File: config.mk
export PLATFORM = sky130hd
export DESIGN_NAME = s2mmc_top
export DESIGN_NICKNAME = d
export VERILOG_FILES = /design/src/shared/s2mmc_pkg.sv /design/src/s2mmc_buf2.sv /design/src/s2mmc_top.sv
export SDC_FILE = /design/constraint.sdc
export NUM_CORES = 1
export LEC_CHECK = 0
export BUFFER_PORTS_ARGS = -buffer_cell sky130_fd_sc_hd__buf_2
export CAP_MARGIN = 20
export CORE_MARGIN = 2
export CORE_UTILIZATION = 30
export CTS_CLUSTER_SIZE = 30
export DETAILED_ROUTE_END_ITERATION = 7
export SLEW_MARGIN = 20
export SYNTH_ARGS = -nofsm -noshare
export SYNTH_HDL_FRONTEND = slang
export SYNTH_SLANG_ARGS = --single-unit
File: constraint.sdc
create_clock -name clk_i -period 3 [get_ports clk_i]
set_input_delay 0.15 -clock clk_i [delete_from_list [all_inputs] [get_ports clk_i]]
set_output_delay 0.15 -clock clk_i [all_outputs]
set_load 0.03 [all_outputs]
File: src/shared/s2mmc_pkg.sv
// Constants and types of the stream-to-memory channel control block
// Notes on behaviour
// - Run/stop written 0 stops the channel once operations in progress complete.
// - Scatter-gather stop flushes work but lets queued descriptor updates finish first.
// - Simple-mode stop flushes work and may end streams early; data not guaranteed.
// - Halted flag goes to 1 once the engine has really halted after stop.
// - Hardware clears run/stop by itself when a channel error occurs.
// - Run/stop written 1 starts operation; halted goes to 0 when it begins.
// - Control bit 1 ignores writes and always reads 1.
// - Writing 1 to soft reset bit 2 starts a graceful whole-core reset.
// - Outgoing stream transfers cut short by soft reset end with last marker.
// - Soft reset from either channel resets the entire engine.
// - After soft reset every register and bit holds its reset value.
// - Soft reset bit reads 1 during a reset, 0 otherwise.
// - Control bits 3 to 11 ignore writes and read zero.
package s2mmc_pkg;

  // ----------------------------------------------------------------
  // Register map
  // ----------------------------------------------------------------
  localparam int unsigned ADDR_W = 8;
  localparam int unsigned DATA_W = 32;
  localparam logic [7:0] CTRL_OFFSET = 8'h30;
  localparam logic [7:0] STAT_OFFSET = 8'h34;

  // ----------------------------------------------------------------
  // Field positions and reset values
  // ----------------------------------------------------------------
  localparam int unsigned RUN_STOP_BIT = 0;
  localparam int unsigned RSVD_ONE_BIT = 1;
  localparam int unsigned SOFT_RESET_BIT = 2;
  localparam int unsigned RSVD_ZERO_LO = 3;
  localparam int unsigned RSVD_ZERO_HI = 11;
  localparam int unsigned HALTED_BIT = 0;
  localparam logic RUN_STOP_RST = 1'h0;
  localparam logic SOFT_RESET_RST = 1'h0;
  localparam logic HALTED_RST = 1'h1;
  localparam logic RSVD_ONE_VAL = 1'h1;

  // ----------------------------------------------------------------
  // Bus answers and buffer
  // ----------------------------------------------------------------
  localparam logic [1:0] RESP_OKAY = 2'h0;
  localparam logic [1:0] RESP_DECERR = 2'h3;
  localparam logic [1:0] BUF_DEPTH = 2'h2;

  typedef enum logic [1:0] {ST_HALTED, ST_RUNNING, ST_STOPPING, ST_RESETTING} s2mmc_state_t;

endpackage

File: src/s2mmc_buf2.sv
// Two-entry data buffer between the stream intake and the memory write port
`timescale 1ns/10ps
module s2mmc_buf2
  import s2mmc_pkg::*;
(
  input wire logic clk_i,                   // Clock
  input wire logic arst_n_i,                // Async reset, active low
  input wire logic in_en_i,                 // Intake allowed from next cycle
  input wire logic [DATA_W-1:0] in_data_i,  // Incoming word
  input wire logic in_last_i,               // Incoming last marker
  input wire logic in_valid_i,              // Incoming word valid
  output logic in_ready_o,                  // Room for a word
  input wire logic force_last_i,            // Close the buffered packet
  output logic [DATA_W-1:0] out_data_o,     // Head word
  output logic out_last_o,                  // Head last marker
  output logic out_valid_o,                 // Head word valid
  input wire logic out_ready_i,             // Drain side takes the head
  output logic [1:0] level_o                // Words held
);

  logic [DATA_W-1:0] dat_q [2];
  logic lst_q [2];
  logic [1:0] cnt_q;
  logic [1:0] cnt_d;
  logic rdy_q;
  logic vld_q;
  logic push;
  logic pop;
  logic wr_idx;
  logic tail_idx;

  assign push = in_valid_i & rdy_q;
  assign pop = vld_q & out_ready_i;
  assign cnt_d = cnt_q + {1'b0, push} - {1'b0, pop};
  assign wr_idx = cnt_q[0] ^ pop;
  assign tail_idx = cnt_d[1];

  // ----------------------------------------------------------------
  // Occupancy and handshake flags
  // ----------------------------------------------------------------
  always_ff @(posedge clk_i or negedge arst_n_i)
  begin
    if (!arst_n_i)
    begin
      cnt_q <= 2'h0;
      rdy_q <= 1'h0;
      vld_q <= 1'h0;
    end
    else
    begin
      cnt_q <= cnt_d;
      rdy_q <= in_en_i & (cnt_d < BUF_DEPTH);
      vld_q <= (cnt_d != 2'h0);
    end
  end

  // ----------------------------------------------------------------
  // Storage: head shifts on pop, tail closed on request
  // ----------------------------------------------------------------
  always_ff @(posedge clk_i or negedge arst_n_i)
  begin
    if (!arst_n_i)
    begin
      dat_q[0] <= '0;
      dat_q[1] <= '0;
      lst_q[0] <= 1'h0;
      lst_q[1] <= 1'h0;
    end
    else
    begin
      if (pop)
      begin
        dat_q[0] <= dat_q[1];
        lst_q[0] <= lst_q[1];
      end
      if (push)
      begin
        dat_q[wr_idx] <= in_data_i;
        lst_q[wr_idx] <= in_last_i | force_last_i;
      end
      else if (force_last_i && cnt_d != 2'h0)
      begin
        lst_q[tail_idx] <= 1'h1;
      end
    end
  end

  assign in_ready_o = rdy_q;
  assign out_valid_o = vld_q;
  assign out_data_o = dat_q[0];
  assign out_last_o = lst_q[0];
  assign level_o = cnt_q;

endmodule

File: src/s2mmc_top.sv
// Stream-to-memory channel control: register slave, run/stop and soft reset sequencing
`timescale 1ns/10ps
module s2mmc_top
  import s2mmc_pkg::*;
#(
  parameter bit SCATTER_GATHER_OPTION = 1'b1
)
(
  input wire logic clk_i,                        // Clock, 100 MHz
  input wire logic arst_n_i,                     // Async reset, active low
  input wire logic [ADDR_W-1:0] s_axil_awaddr_i, // Write address
  input wire logic s_axil_awvalid_i,             // Write address valid
  output logic s_axil_awready_o,                 // Write address ready
  input wire logic [DATA_W-1:0] s_axil_wdata_i,  // Write data
  input wire logic [3:0] s_axil_wstrb_i,         // Write byte strobes
  input wire logic s_axil_wvalid_i,              // Write data valid
  output logic s_axil_wready_o,                  // Write data ready
  output logic [1:0] s_axil_bresp_o,             // Write response
  output logic s_axil_bvalid_o,                  // Write response valid
  input wire logic s_axil_bready_i,              // Write response ready
  input wire logic [ADDR_W-1:0] s_axil_araddr_i, // Read address
  input wire logic s_axil_arvalid_i,             // Read address valid
  output logic s_axil_arready_o,                 // Read address ready
  output logic [DATA_W-1:0] s_axil_rdata_o,      // Read data
  output logic [1:0] s_axil_rresp_o,             // Read response
  output logic s_axil_rvalid_o,                  // Read data valid
  input wire logic s_axil_rready_i,              // Read data ready
  input wire logic [DATA_W-1:0] s_axis_tdata_i,  // Stream data in
  input wire logic s_axis_tlast_i,               // Stream last in
  input wire logic s_axis_tvalid_i,              // Stream valid in
  output logic s_axis_tready_o,                  // Stream ready out
  output logic [DATA_W-1:0] mem_wdata_o,         // Memory write data
  output logic mem_wlast_o,                      // Memory write last beat
  output logic mem_wvalid_o,                     // Memory write valid
  input wire logic mem_wready_i,                 // Memory write ready
  input wire logic mem_busy_i,                   // Memory writes outstanding
  input wire logic desc_upd_pending_i,           // Descriptor updates queued
  input wire logic chan_err_i,                   // Channel error pulse
  input wire logic peer_soft_reset_i,            // Other channel asks soft reset
  output logic halted_o,                         // Channel halted
  output logic soft_reset_o                      // Engine-wide soft reset active
);

  s2mmc_state_t state_q;
  s2mmc_state_t state_d;
  logic run_stop_q;
  logic soft_reset_q;
  logic halted_q;
  logic wr_rdy_q;
  logic bvalid_q;
  logic [1:0] bresp_q;
  logic rd_rdy_q;
  logic rvalid_q;
  logic [1:0] rresp_q;
  logic [DATA_W-1:0] rdata_q;
  logic [DATA_W-1:0] rd_word;
  logic wr_fire;
  logic rd_fire;
  logic wr_ctrl_hit;
  logic wr_stat_hit;
  logic rd_ctrl_hit;
  logic rd_stat_hit;
  logic ctrl_wr;
  logic drained;
  logic reset_done;
  logic [1:0] buf_level;

  // ----------------------------------------------------------------
  // Register bus decode
  // ----------------------------------------------------------------
  assign wr_fire = wr_rdy_q & s_axil_awvalid_i & s_axil_wvalid_i;
  assign rd_fire = rd_rdy_q & s_axil_arvalid_i;
  assign wr_ctrl_hit = (s_axil_awaddr_i[ADDR_W-1:2] == CTRL_OFFSET[ADDR_W-1:2]);
  assign wr_stat_hit = (s_axil_awaddr_i[ADDR_W-1:2] == STAT_OFFSET[ADDR_W-1:2]);
  assign rd_ctrl_hit = (s_axil_araddr_i[ADDR_W-1:2] == CTRL_OFFSET[ADDR_W-1:2]);
  assign rd_stat_hit = (s_axil_araddr_i[ADDR_W-1:2] == STAT_OFFSET[ADDR_W-1:2]);
  assign ctrl_wr = wr_fire & wr_ctrl_hit & s_axil_wstrb_i[0];

  always_ff @(posedge clk_i or negedge arst_n_i)
  begin
    if (!arst_n_i)
    begin
      wr_rdy_q <= 1'h0;
      bvalid_q <= 1'h0;
      bresp_q <= RESP_OKAY;
    end
    else
    begin
      wr_rdy_q <= s_axil_awvalid_i & s_axil_wvalid_i & ~wr_rdy_q & ~bvalid_q;
      if (wr_fire)
      begin
        bvalid_q <= 1'h1;
        bresp_q <= (wr_ctrl_hit | wr_stat_hit) ? RESP_OKAY : RESP_DECERR;
      end
      else if (s_axil_bready_i)
      begin
        bvalid_q <= 1'h0;
      end
    end
  end

  // Reserved one, reserved zeros, reset status
  always_comb
  begin
    rd_word = '0;
    if (rd_ctrl_hit)
    begin
      rd_word[RUN_STOP_BIT] = run_stop_q;
      rd_word[RSVD_ONE_BIT] = RSVD_ONE_VAL;
      rd_word[SOFT_RESET_BIT] = soft_reset_q;
    end
    else if (rd_stat_hit)
    begin
      rd_word[HALTED_BIT] = halted_q;
    end
  end

  always_ff @(posedge clk_i or negedge arst_n_i)
  begin
    if (!arst_n_i)
    begin
      rd_rdy_q <= 1'h0;
      rvalid_q <= 1'h0;
      rresp_q <= RESP_OKAY;
      rdata_q <= '0;
    end
    else
    begin
      rd_rdy_q <= s_axil_arvalid_i & ~rd_rdy_q & ~rvalid_q;
      if (rd_fire)
      begin
        rvalid_q <= 1'h1;
        rdata_q <= rd_word;
        rresp_q <= (rd_ctrl_hit | rd_stat_hit) ? RESP_OKAY : RESP_DECERR;
      end
      else if (s_axil_rready_i)
      begin
        rvalid_q <= 1'h0;
      end
    end
  end

  // ----------------------------------------------------------------
  // Channel sequencing
  // ----------------------------------------------------------------
  // Descriptor updates must land; simple mode ignores them
  assign drained = (buf_level == 2'h0) & ~mem_busy_i
                 & ~(SCATTER_GATHER_OPTION & desc_upd_pending_i);
  assign reset_done = (state_q == ST_RESETTING) & drained;

  always_comb
  begin
    state_d = state_q;
    unique case (state_q)
      ST_HALTED:
      begin
        if (run_stop_q)
        begin
          state_d = ST_RUNNING;
        end
      end
      ST_RUNNING:
      begin
        if (!run_stop_q)
        begin
          state_d = ST_STOPPING;
        end
      end
      ST_STOPPING:
      begin
        // Halt only once work in flight is done
        if (drained)
        begin
          state_d = ST_HALTED;
        end
      end
      ST_RESETTING:
      begin
        if (drained)
        begin
          state_d = ST_HALTED;
        end
      end
    endcase
    // Either channel's request resets the whole engine
    if (soft_reset_q && state_q != ST_RESETTING)
    begin
      state_d = ST_RESETTING;
    end
  end

  always_ff @(posedge clk_i or negedge arst_n_i)
  begin
    if (!arst_n_i)
    begin
      state_q <= ST_HALTED;
    end
    else
    begin
      state_q <= state_d;
    end
  end

  // Run/stop: error clear outranks a software set in the same cycle
  always_ff @(posedge clk_i or negedge arst_n_i)
  begin
    if (!arst_n_i)
    begin
      run_stop_q <= RUN_STOP_RST;
    end
    else if (reset_done)
    begin
      run_stop_q <= RUN_STOP_RST;
    end
    else if (chan_err_i)
    begin
      run_stop_q <= 1'h0;
    end
    else if (ctrl_wr && !soft_reset_q && !s_axil_wdata_i[SOFT_RESET_BIT])
    begin
      run_stop_q <= s_axil_wdata_i[RUN_STOP_BIT];
    end
  end

  // Soft reset request: a new request beats the self clear
  always_ff @(posedge clk_i or negedge arst_n_i)
  begin
    if (!arst_n_i)
    begin
      soft_reset_q <= SOFT_RESET_RST;
    end
    // start graceful reset, from either channel
    else if ((ctrl_wr && s_axil_wdata_i[SOFT_RESET_BIT]) || peer_soft_reset_i)
    begin
      soft_reset_q <= 1'h1;
    end
    // self clear at end of sequence
    else if (reset_done)
    begin
      soft_reset_q <= SOFT_RESET_RST;
    end
  end

  always_ff @(posedge clk_i or negedge arst_n_i)
  begin
    if (!arst_n_i)
    begin
      halted_q <= HALTED_RST;
    end
    else if (state_d == ST_HALTED && state_q != ST_HALTED)
    begin
      halted_q <= 1'h1;
    end
    else if (state_d == ST_RUNNING && state_q == ST_HALTED)
    begin
      halted_q <= 1'h0;
    end
  end

  // ----------------------------------------------------------------
  // Data path
  // ----------------------------------------------------------------
  // Stop or reset closes buffered packet with last marker
  s2mmc_buf2 u_buf (
    .clk_i        (clk_i),
    .arst_n_i     (arst_n_i),
    .in_en_i      (state_d == ST_RUNNING),
    .in_data_i    (s_axis_tdata_i),
    .in_last_i    (s_axis_tlast_i),
    .in_valid_i   (s_axis_tvalid_i),
    .in_ready_o   (s_axis_tready_o),
    .force_last_i (state_d == ST_STOPPING || state_d == ST_RESETTING),
    .out_data_o   (mem_wdata_o),
    .out_last_o   (mem_wlast_o),
    .out_valid_o  (mem_wvalid_o),
    .out_ready_i  (mem_wready_i),
    .level_o      (buf_level)
  );

  assign s_axil_awready_o = wr_rdy_q;
  assign s_axil_wready_o = wr_rdy_q;
  assign s_axil_bvalid_o = bvalid_q;
  assign s_axil_bresp_o = bresp_q;
  assign s_axil_arready_o = rd_rdy_q;
  assign s_axil_rvalid_o = rvalid_q;
  assign s_axil_rresp_o = rresp_q;
  assign s_axil_rdata_o = rdata_q;
  assign halted_o = halted_q;
  assign soft_reset_o = soft_reset_q;
endmodule

==> results of run 1 <==
registers in the layout, indices dropped and copies added (netlist names):
signal and cells:
soft_reset_o 1, u_buf.dat_q 32, s_axil_rdata_o 3, s_axil_arready_o 1, s_axil_awready_o 1, u_buf.in_ready_o 1, s_axil_bresp_o 1, halted_o 1
state_q 2, u_buf.lst_q 1, u_buf.out_valid_o 1, u_buf.out_data_o 32, u_buf.out_last_o 1, run_stop_q 1, s_axil_rvalid_o 1, s_axil_rresp_o 1
s_axil_bvalid_o 1, u_buf.level_o 2
power by group through the flow:
stage          clock network (W)  registers, W  logic, W
2_1_floorplan                  0       0.00143  0.000665
3_3_place_gp                   0       0.00139  0.000801
3_5_place_dp                   0       0.00140  0.000811
4_1_cts                  0.00122       0.00138  0.000819
5_1_grt                  0.00127       0.00140  0.000875
6_report                 0.00117       0.00138  0.000808
critical path, stage by stage (launching register included):
cell and delay, ns:
dfrtp_1 0.40, nand2_2 0.08, inv_1 0.04, ha_1 0.30, inv_1 0.07, ha_2 0.44
buf_4 0.38, mux2_2 0.37
cells in the final DEF, fill, tap and decap left out, types with 2 or more instances in the layout:
master / netlist / routed
buf_2: 9 / 108
dfrtp_1: 83 / 83
nand2_1: 40 / 39
o21ai_0: 38 / 38
mux2i_1: 33 / 33
mux2_2: 32 / 32
conb_1: 1 / 29
inv_1: 11 / 11
clkbuf_16: 0 / 9
a21oi_1: 5 / 5
nand3_1: 4 / 4
dlygate4sd3_1: 0 / 4
buf_4: 67 / 4
nor3_1: 3 / 3
nand2b_1: 3 / 3
a211oi_1: 2 / 2
nand2_2: 1 / 2
a21o_1: 2 / 2
nor4_1: 2 / 2
or3_1: 2 / 2
clkinvlp_4: 0 / 2
bufinv_16: 0 / 2
layout make-up:
class / instances / area [um^2]
Clock inverter: 6 / 88.84
Clock buffer: 10 / 229.0
Sequential cell: 84 / 2103
Multi-Input combinational cell: 217 / 1480
Fill cell: 1348 / 8458
Tap cell: 176 / 220.2
Inverter: 11 / 41.29
Timing Repair Buffer: 117 / 621.8
stage by stage:
step           hold slack [ns]  cells  utilization, %  area [um^2]  power (W)
2_1_floorplan          -0.1456    391               -         4185   0.002099
3_3_place_gp            0.3292    601           33.40         4423   0.002194
3_5_place_dp            0.3465    601           33.40         4423   0.002214
4_1_cts               0.004056    620           36.03         4771   0.003422
5_1_grt                0.01770    621           36.13         4785   0.003544
6_report               0.01983    621           36.13         4785   0.003361
worst max-delay path by stage:
stage	start	endpoint	slack, ns	cells past startpoint
floorplan	u_buf.out_valid_o$_DFF_PN0_	u_buf.lst_q[0]$_DFFE_PN0P_	0.59	11
global placement	u_buf.out_valid_o$_DFF_PN0_	u_buf.dat_q[16]$_DFFE_PN0P_	0.78	7
detailed placement	u_buf.out_valid_o$_DFF_PN0_	u_buf.dat_q[16]$_DFFE_PN0P_	0.76	7
CTS	u_buf.out_valid_o$_DFF_PN0_	u_buf.dat_q[4]$_DFFE_PN0P_	0.74	7
global route	u_buf.out_valid_o$_DFF_PN0_	u_buf.in_ready_o$_DFF_PN0_	0.61	9
finish	u_buf.out_valid_o$_DFF_PN0_	u_buf.dat_q[4]$_DFFE_PN0P_	0.78	7
cells by family after synthesis:
group                    synth area share [%]
buffers and inverters                   14.90
flip-flops                              51.55
multiplexers                            16.93
AND/OR/NAND/NOR                         7.973
AO/OA/AOI/OAI                           7.513
adder cells (fa/ha/maj)                0.6132
XOR/XNOR                               0.4294
other                                 0.09191
per-layer routing:
| layer | wire, um | part of all wire, % |
|---|---|---|
| met2 | 3988 | 50 |
| met3 | 552 | 6.9 |
| met1 | 3279 | 41 |
| met4 | 122 | 1.5 |
| met5 | 0 | 0 |
==> qor.yml, run 1 <==
status: "completed"
setup_ws_ns: 0.7842
yosysWarnings: 0
coreArea_um2: 13240
min_to: "u_buf.out_data_o[5]$_DFF_PN0_"
grt.overflow.total: 0
cts_made_buffers: 9
drtIter0Drc: 134
seq_power_share_pct: 41.1
gp_congestion: 0.7373
swShare_pct: 32.02
rsz0062_at_grt: "no"
num_rows: 42
synth_area_leaders: "dfrtp_1 (51%), buf_4 (12%), mux2_2 (8.8%)"
hp-start: "s_axis_tdata_i[5]"
cts.path.max_buffers: 2
gr-usage-all-layers_pct: 11.44
setup_violations: 0
tightest_slew_ns: 0.7513
yosys_most_used_dff: "dfrtp_1"
r2r_cells: 7
syn-instance-count: 363
worst_slew_margin_rel_pct: 49.91
hpwl_um: 5508
finalClockSkew_ns: 0.007561
root_buffer: "clkbuf_16"
clock_latency_ns: 0.34
r2r_end: "u_buf.dat_q[4]$_DFFE_PN0P_"
ctsHtreeMaxLevel: 3
start_util_pct: 30.81
setup_tns_ns: 0
yosysTopAreaCell: "dfrtp_1"
rrSetupSlack_ns: 0.78
dieArea_um2: 14550
top_usage_layer: "met2"
cp.arrival_ns: 2.44
p_comb_share_pct: 24.0
switchingPower_w: 0.001076
netlist_area_um2: 4080
wl_per_cell_um: 12.79
cts.reportedPaths.clkPinSlew_ns: 0.06
holdPathStages: 3
ctsHoldBuffers: 3
holdCritPathClass: "input pin to flop"
ir_drop_v: 0.0004091
synth.most_common_cell: "dfrtp_1"
cp-end-kind: "flop"
met1_usage_pct: 12.74
post-route-min-period_ns: 2.216
viasPerCell: 4.316
numPortBuffers: 109
syn_to_final_growth_pct: 17.26
pre_cts_ws_ns: 0.7604
clkPwrFrac_pct: 34.9
ys_seq_area_share_pct: 51.55
die_h_um: 120.6
io_pins: 176
cap_violations: 0
insertedDiodeCount: 0
drive_above_1_share_pct: 38.65
grt_use_met3_pct: 5.189
reg2reg_from: "u_buf.out_valid_o$_DFF_PN0_"
ys_top_cells_by_count: "dfrtp_1 (83), buf_4 (67), nand2_1 (40)"
leakage_nw: 2.479
synth_edf_count: 0
pwr_density_cell_nw_per_um2: 702.5
ant_nets: 0
cp_max_fo: 19
grt_max_degree: 85
nNetsFinal: 540
grt_pass1_vias: 2632
syn_avg_cell_area_um2: 11.24
async_flop_share_pct: 100.0
use_met2_pct: 19.35
ys_seq_elements: 84
cts_setup_buffers: 0
antenna_found_initial: 0
dieWidth_um: 120.6
post-route-drc-count: 0
grt_pass1_wl_um: 12740
vias: 2680
postRouteWirelength_um: 7943
hold_viol: 0
fin_crit_sh_pct: 73.86
ys_types: 40
synth_top_area_share_pct: 50.90
crit_type: "flop to flop"
p_int_w: 0.002285
fmax_mhz: 451.3
cts_tree: "yes"
cts.sinks: 84
ctsResizeCount: 0
crit_required_ns: 3.23
drv_slew: 0
drt_first_pass_iters: 4
crit_path_start_kind: "flop"
Note: power is estimated with default switching activity, not from simulation.
==> run 2: changes to the inputs <==
- clock period: 3 -> 2.05 ns (I/O delays scaled with it)
==> qor.yml, run 2 (synthesized netlist as in run 1, its figures left out) <==
drv_slew: 0  # unchanged
start_util_pct: 30.81  # unchanged
pre_cts_ws_ns: 0.2413  # -0.5191 ns
die_h_um: 120.6  # unchanged
cts_made_buffers: 9  # unchanged
gr-usage-all-layers_pct: 12.15  # +0.70 points
ir_drop_v: 0.0003651  # -11%
num_rows: 42  # unchanged
cts.reportedPaths.clkPinSlew_ns: 0.06  # about the same
fmax_mhz: 544.3  # +21%
wl_per_cell_um: 12.79  # about the same
viasPerCell: 4.346  # +0.70%
post-route-drc-count: 0  # unchanged
rsz0062_at_grt: "no"
final_cell_mix: "buf_2 (108), dfrtp_1 (82), dlygate4sd3_1 (40), nand2_1 (39), o21ai_0 (38)"
setup_ws_ns: 0.2128  # -0.5715 ns
ctsHtreeMaxLevel: 3  # unchanged
worst_slew_margin_rel_pct: 50.56  # +0.64 points
tightest_slew_ns: 0.7417  # -0.009631 ns
hold_viol: 0  # unchanged
dieWidth_um: 120.6  # unchanged
insertedDiodeCount: 0  # unchanged
fin_crit_sh_pct: 89.62  # +16 points
ctsResizeCount: 0  # unchanged
cts.sinks: 84  # unchanged
status: "completed"
nNetsFinal: 578  # +7.0%
pwr_density_cell_nw_per_um2: 994.5  # +42%
clock_latency_ns: 0.34  # about the same
crit_path_start_kind: "flop"
setup_violations: 0  # unchanged
root_buffer: "clkbuf_16"
drive_above_1_share_pct: 37.27  # -1.4 points
postRouteWirelength_um: 8428  # +6.1%
hpwl_um: 5697  # +3.4%
ctsHoldBuffers: 39  # +36
grt_max_degree: 58  # -32%
ant_nets: 0  # unchanged
drtIter0Drc: 144  # +7.5%
crit_required_ns: 2.33  # -0.90 ns
mostFrequentLayoutCell: "buf_2"
setup_tns_ns: 0  # unchanged
numPortBuffers: 109  # unchanged
cp.arrival_ns: 2.11  # -0.33 ns
crit_type: "flop to flop"
nFillCells: 1289  # -4.4%
cts.path.max_buffers: 2  # unchanged
post-route-min-period_ns: 1.837  # -0.3785 ns
grt_pass1_wl_um: 13770  # +8.0%
cp-end-kind: "flop"
drt_first_pass_iters: 6  # +2
syn_to_final_growth_pct: 28.98
holdCritPathClass: "input pin to flop"
cp_max_fo: 5  # -14
multi_input_area_um2: 1515  # +2.4%
coreArea_um2: 13240  # unchanged
cts_setup_buffers: 0  # unchanged
grt_pass1_vias: 2845  # +8.1%
cap_violations: 0  # unchanged
gp_congestion: 0.7242  # -1.8%
cts_tree: "yes"
finalClockSkew_ns: 0.004264  # -0.003297 ns
dieArea_um2: 14550  # unchanged
io_pins: 176  # unchanged
leakage_nw: 2.675  # +7.9%
antenna_found_initial: 0  # unchanged
vias: 2864  # +6.9%
grt.overflow.total: 0  # unchanged
seq_area_um2: 2105  # about the same
p_total_w: 0.005234  # +56%
## run 2: cell count changes in the layout (fill, tap and decap cells not counted), moves of 2 or more
cell	before	now
buf_12	0	2
ha_4	0	2
clkbuf_8	0	2
clkinvlp_4	2	0
dlygate4sd3_1	4	40
inv_1	11	9
## run 2: area by class of cell
| type | count | share of cell area (%) |
|---|---|---|
| clock buffers | 11 | 4.803 |
| clock inverters | 5 | 2.045 |
| well taps | 176 | 4.184 |
| repair buffers | 155 | 19.35 |
| flip-flops and latches | 84 | 39.99 |
| inverters | 11 | 0.8321 |
| multi-input cells | 217 | 28.79 |
## run 2: metal layers
metal / routed length, um / GRT usage, %
met3: 483 / 3.443
met1: 3663 / 14.22
met2: 4119 / 20.41
met4: 162 / 5.887
met5: 0 / 0
## run 2: path summary, 6_finish.rpt
path / from / end / slack, ns / depth (start not counted)
worst max register to register: s_axil_awready_o$_DFF_PN0_ / run_stop_q$_DFFE_PN0P_ / 0.21 / 5
min in group asynchronous: arst_n_i / u_buf.out_data_o[16]$_DFF_PN0_ / 0.38 / 2
worst min-delay path: s_axil_arvalid_i / s_axil_arready_o$_DFF_PN0_ / 0.04 / 2
worst min register to register: s_axil_bvalid_o$_DFFE_PN0P_ / s_axil_awready_o$_DFF_PN0_ / 0.46 / 1
max in group asynchronous: arst_n_i / halted_o$_DFFE_PN1P_ / 0.99 / 3
worst max-delay path: s_axil_awready_o$_DFF_PN0_ / run_stop_q$_DFFE_PN0P_ / 0.21 / 5
## run 2: per-stage QoR
step / instances / utilization (%) / instance area (um^2) / hold slack, ns
2_1_floorplan: 391 / - / 4237 / -0.1931
3_3_place_gp: 603 / 33.99 / 4502 / 0.1993
3_5_place_dp: 603 / 33.99 / 4502 / 0.2150
4_1_cts: 658 / 39.66 / 5253 / 0.004782
5_1_grt: 659 / 39.74 / 5263 / 0.03629
6_report: 659 / 39.74 / 5263 / 0.03885
## run 2: critical path: stages, from the launching register on
cell and delay, ns:
dfrtp_1 0.40, nand3_1 0.17, nor4_1 0.36, nand3_1 0.12, a21oi_1 0.16, dlygate4sd3_1 0.55
## run 2: power breakdown
| part | switching (W) | total (W) | internal (W) |
|---|---|---|---|
| Sequential | 0.000152 | 0.00203 | 0.00187 |
| Clock | 0.000652 | 0.00191 | 0.00126 |
| Combinational | 0.000814 | 0.00129 | 0.000481 |
| Total | 0.00162 | 0.00523 | 0.00362 |
==> run 3: changes to the inputs <==
- clock period: 2.05 -> 1.8 ns (I/O delays scaled with it)
==> qor.yml, run 3 (synthesized netlist as in run 1, its figures left out) <==
pre_cts_ws_ns: -0.01312  # -0.2544 ns
stdcell_area_um2: 5301  # +0.74%
fin_crit_sh_pct: 97.64  # +8.0 points
gp_congestion: 0.7367  # +1.7%
final_cell_mix: "buf_2 (108), dfrtp_1 (82), nand2_1 (39), dlygate4sd3_1 (39), o21ai_0 (38)"
leakage_nw: 2.682  # +0.26%
hold_viol: 0  # unchanged
io_pins: 176  # unchanged
postRouteWirelength_um: 8335  # -1.1%
grt_pass1_wl_um: 13580  # -1.4%
ctsHtreeMaxLevel: 3  # unchanged
cpMostUsedCell: "ha_4"
cpPeakStageDelay_ns: 0.42  # -0.13 ns
fmax_mhz: 569.0  # +4.5%
viasPerCell: 4.272  # -1.7%
ir_drop_v: 0.0005894  # +61%
numPortBuffers: 109  # unchanged
dieArea_um2: 14550  # unchanged
ant_nets: 0  # unchanged
cts.path.max_buffers: 2  # unchanged
crit_type: "flop to flop"
drtIter0Drc: 93  # -35%
crit_path_start_kind: "flop"
cap_violations: 0  # unchanged
mostFrequentLayoutCell: "buf_2"
root_buffer: "clkbuf_16"
gr-usage-all-layers_pct: 12.00  # -0.15 points
place_inst: 604  # +0.17%
fin_util_pct: 40.03  # +0.29 points
pwr_density_cell_nw_per_um2: 1122  # +13%
cp_max_fo: 4  # -1
status: "completed"
setup_violations: 0  # unchanged
cp-end-kind: "flop"
die_h_um: 120.6  # unchanged
hpwl_um: 5692  # about the same
wl_per_cell_um: 12.61  # -1.4%
cp.arrival_ns: 1.97  # -0.14 ns
slowest_stage: "dfrtp_2"
insertedDiodeCount: 0  # unchanged
finalClockSkew_ns: 0.006418  # +0.002155 ns
grt.overflow.total: 0  # unchanged
cts.sinks: 84  # unchanged
grt_max_degree: 51  # -12%
setup_ws_ns: 0.04239  # -0.1704 ns
holdCritPathClass: "input pin to flop"
cts.reportedPaths.clkPinSlew_ns: 0.06  # about the same
dieWidth_um: 120.6  # unchanged
grt_pass1_vias: 2754  # -3.2%
drv_slew: 0  # unchanged
drt_first_pass_iters: 4  # -2
tightest_slew_ns: 0.6208  # -0.1208 ns
nFillCells: 1323  # +2.6%
vias: 2824  # -1.4%
final_cells: 661  # +0.30%
num_rows: 42  # unchanged
worst_slew_margin_rel_pct: 58.61  # +8.1 points
syn_to_final_growth_pct: 29.93
cts_made_buffers: 9  # unchanged
antenna_found_initial: 0  # unchanged
cts_tree: "yes"
place_area_um2: 4522  # +0.44%
p_total_w: 0.005950  # +14%
post-route-min-period_ns: 1.758  # -0.07964 ns
crit_chain: "nand2_4 > inv_4 > ha_4 > inv_2 > ha_4 > xnor2_4 > xor2_4 > buf_4 > nand2b_1"
rsz0062_at_grt: "yes"
coreArea_um2: 13240  # unchanged
start_util_pct: 30.81  # unchanged
clock_latency_ns: 0.34  # about the same
drive_above_1_share_pct: 38.56  # +1.3 points
nNetsFinal: 580  # +0.35%
crit_required_ns: 2.01  # -0.32 ns
post-route-drc-count: 0  # unchanged
run 3: critical path, delay by kind of cell (launching register included):
| family | cells | cell delay [ns] |
|---|---|---|
| xor gates and xnor gates | 2 | 0.42 |
| adders and majority gates | 2 | 0.44 |
| buffers and inverters | 3 | 0.23 |
| DFF | 1 | 0.42 |
| and+or+nand+nor | 2 | 0.13 |
run 3: final timing paths:
path	from	to	slack (ns)	cells past startpoint
max	u_buf.out_valid_o$_DFF_PN0_	u_buf.out_valid_o$_DFF_PN0_	0.04	9
min	s_axis_tdata_i[21]	u_buf.out_data_o[21]$_DFF_PN0_	0.02	3
max reg2reg	u_buf.out_valid_o$_DFF_PN0_	u_buf.out_valid_o$_DFF_PN0_	0.04	9
min reg2reg	s_axil_rvalid_o$_DFFE_PN0P_	s_axil_arready_o$_DFF_PN0_	0.47	1
max in group asynchronous	arst_n_i	halted_o$_DFFE_PN1P_	0.94	3
min in group asynchronous	arst_n_i	u_buf.out_data_o[14]$_DFF_PN0_	0.18	2
run 3: through the flow:
stage	TNS (ns)	hold WS, ns
6_report	0	0.02061
5_1_grt	-0.1094	0.01890
4_1_cts	0	0.004352
3_5_place_dp	-0.01312	0.008010
3_3_place_gp	0	0.003294
2_1_floorplan	-5.757	-0.2056
run 3: layout make-up:
class	count	area, um^2	share of cell area, %
clock inverters	5	82.58	1.558
repair buffers	157	1044	19.68
flip-flops and latches	84	2105	39.70
clock buffers	11	252.7	4.768
inverters	11	43.79	0.8261
multi-input cells	217	1554	29.31
well taps	176	220.2	4.154
run 3: repair_timing:
action                     4_1_cts  5_1_grt
hold buffers                    39        0
setup endpoints to repair        2        3
hold endpoints to repair       127        0
pin swaps                        0        2
gates resized for setup          1        5
setup buffers                    0        2
run 3: metal layers:
layer,part of all wire (%),global-route usage [%],up-vias,wire length [um]
li1,-,-,1375,-
met1,42,13.94,1353,3516
met2,51,20.44,85,4213
met3,5.4,3.255,11,451
met4,1.8,5.741,0,154
met5,0,0,-,0
run 3: power by group:
part / internal [W] / switching (W) / total, W
clock network: 0.00130 / 0.000738 / 0.00203
registers: 0.00213 / 0.000169 / 0.00230
logic: 0.000635 / 0.000979 / 0.00161
total: 0.00406 / 0.00189 / 0.00595
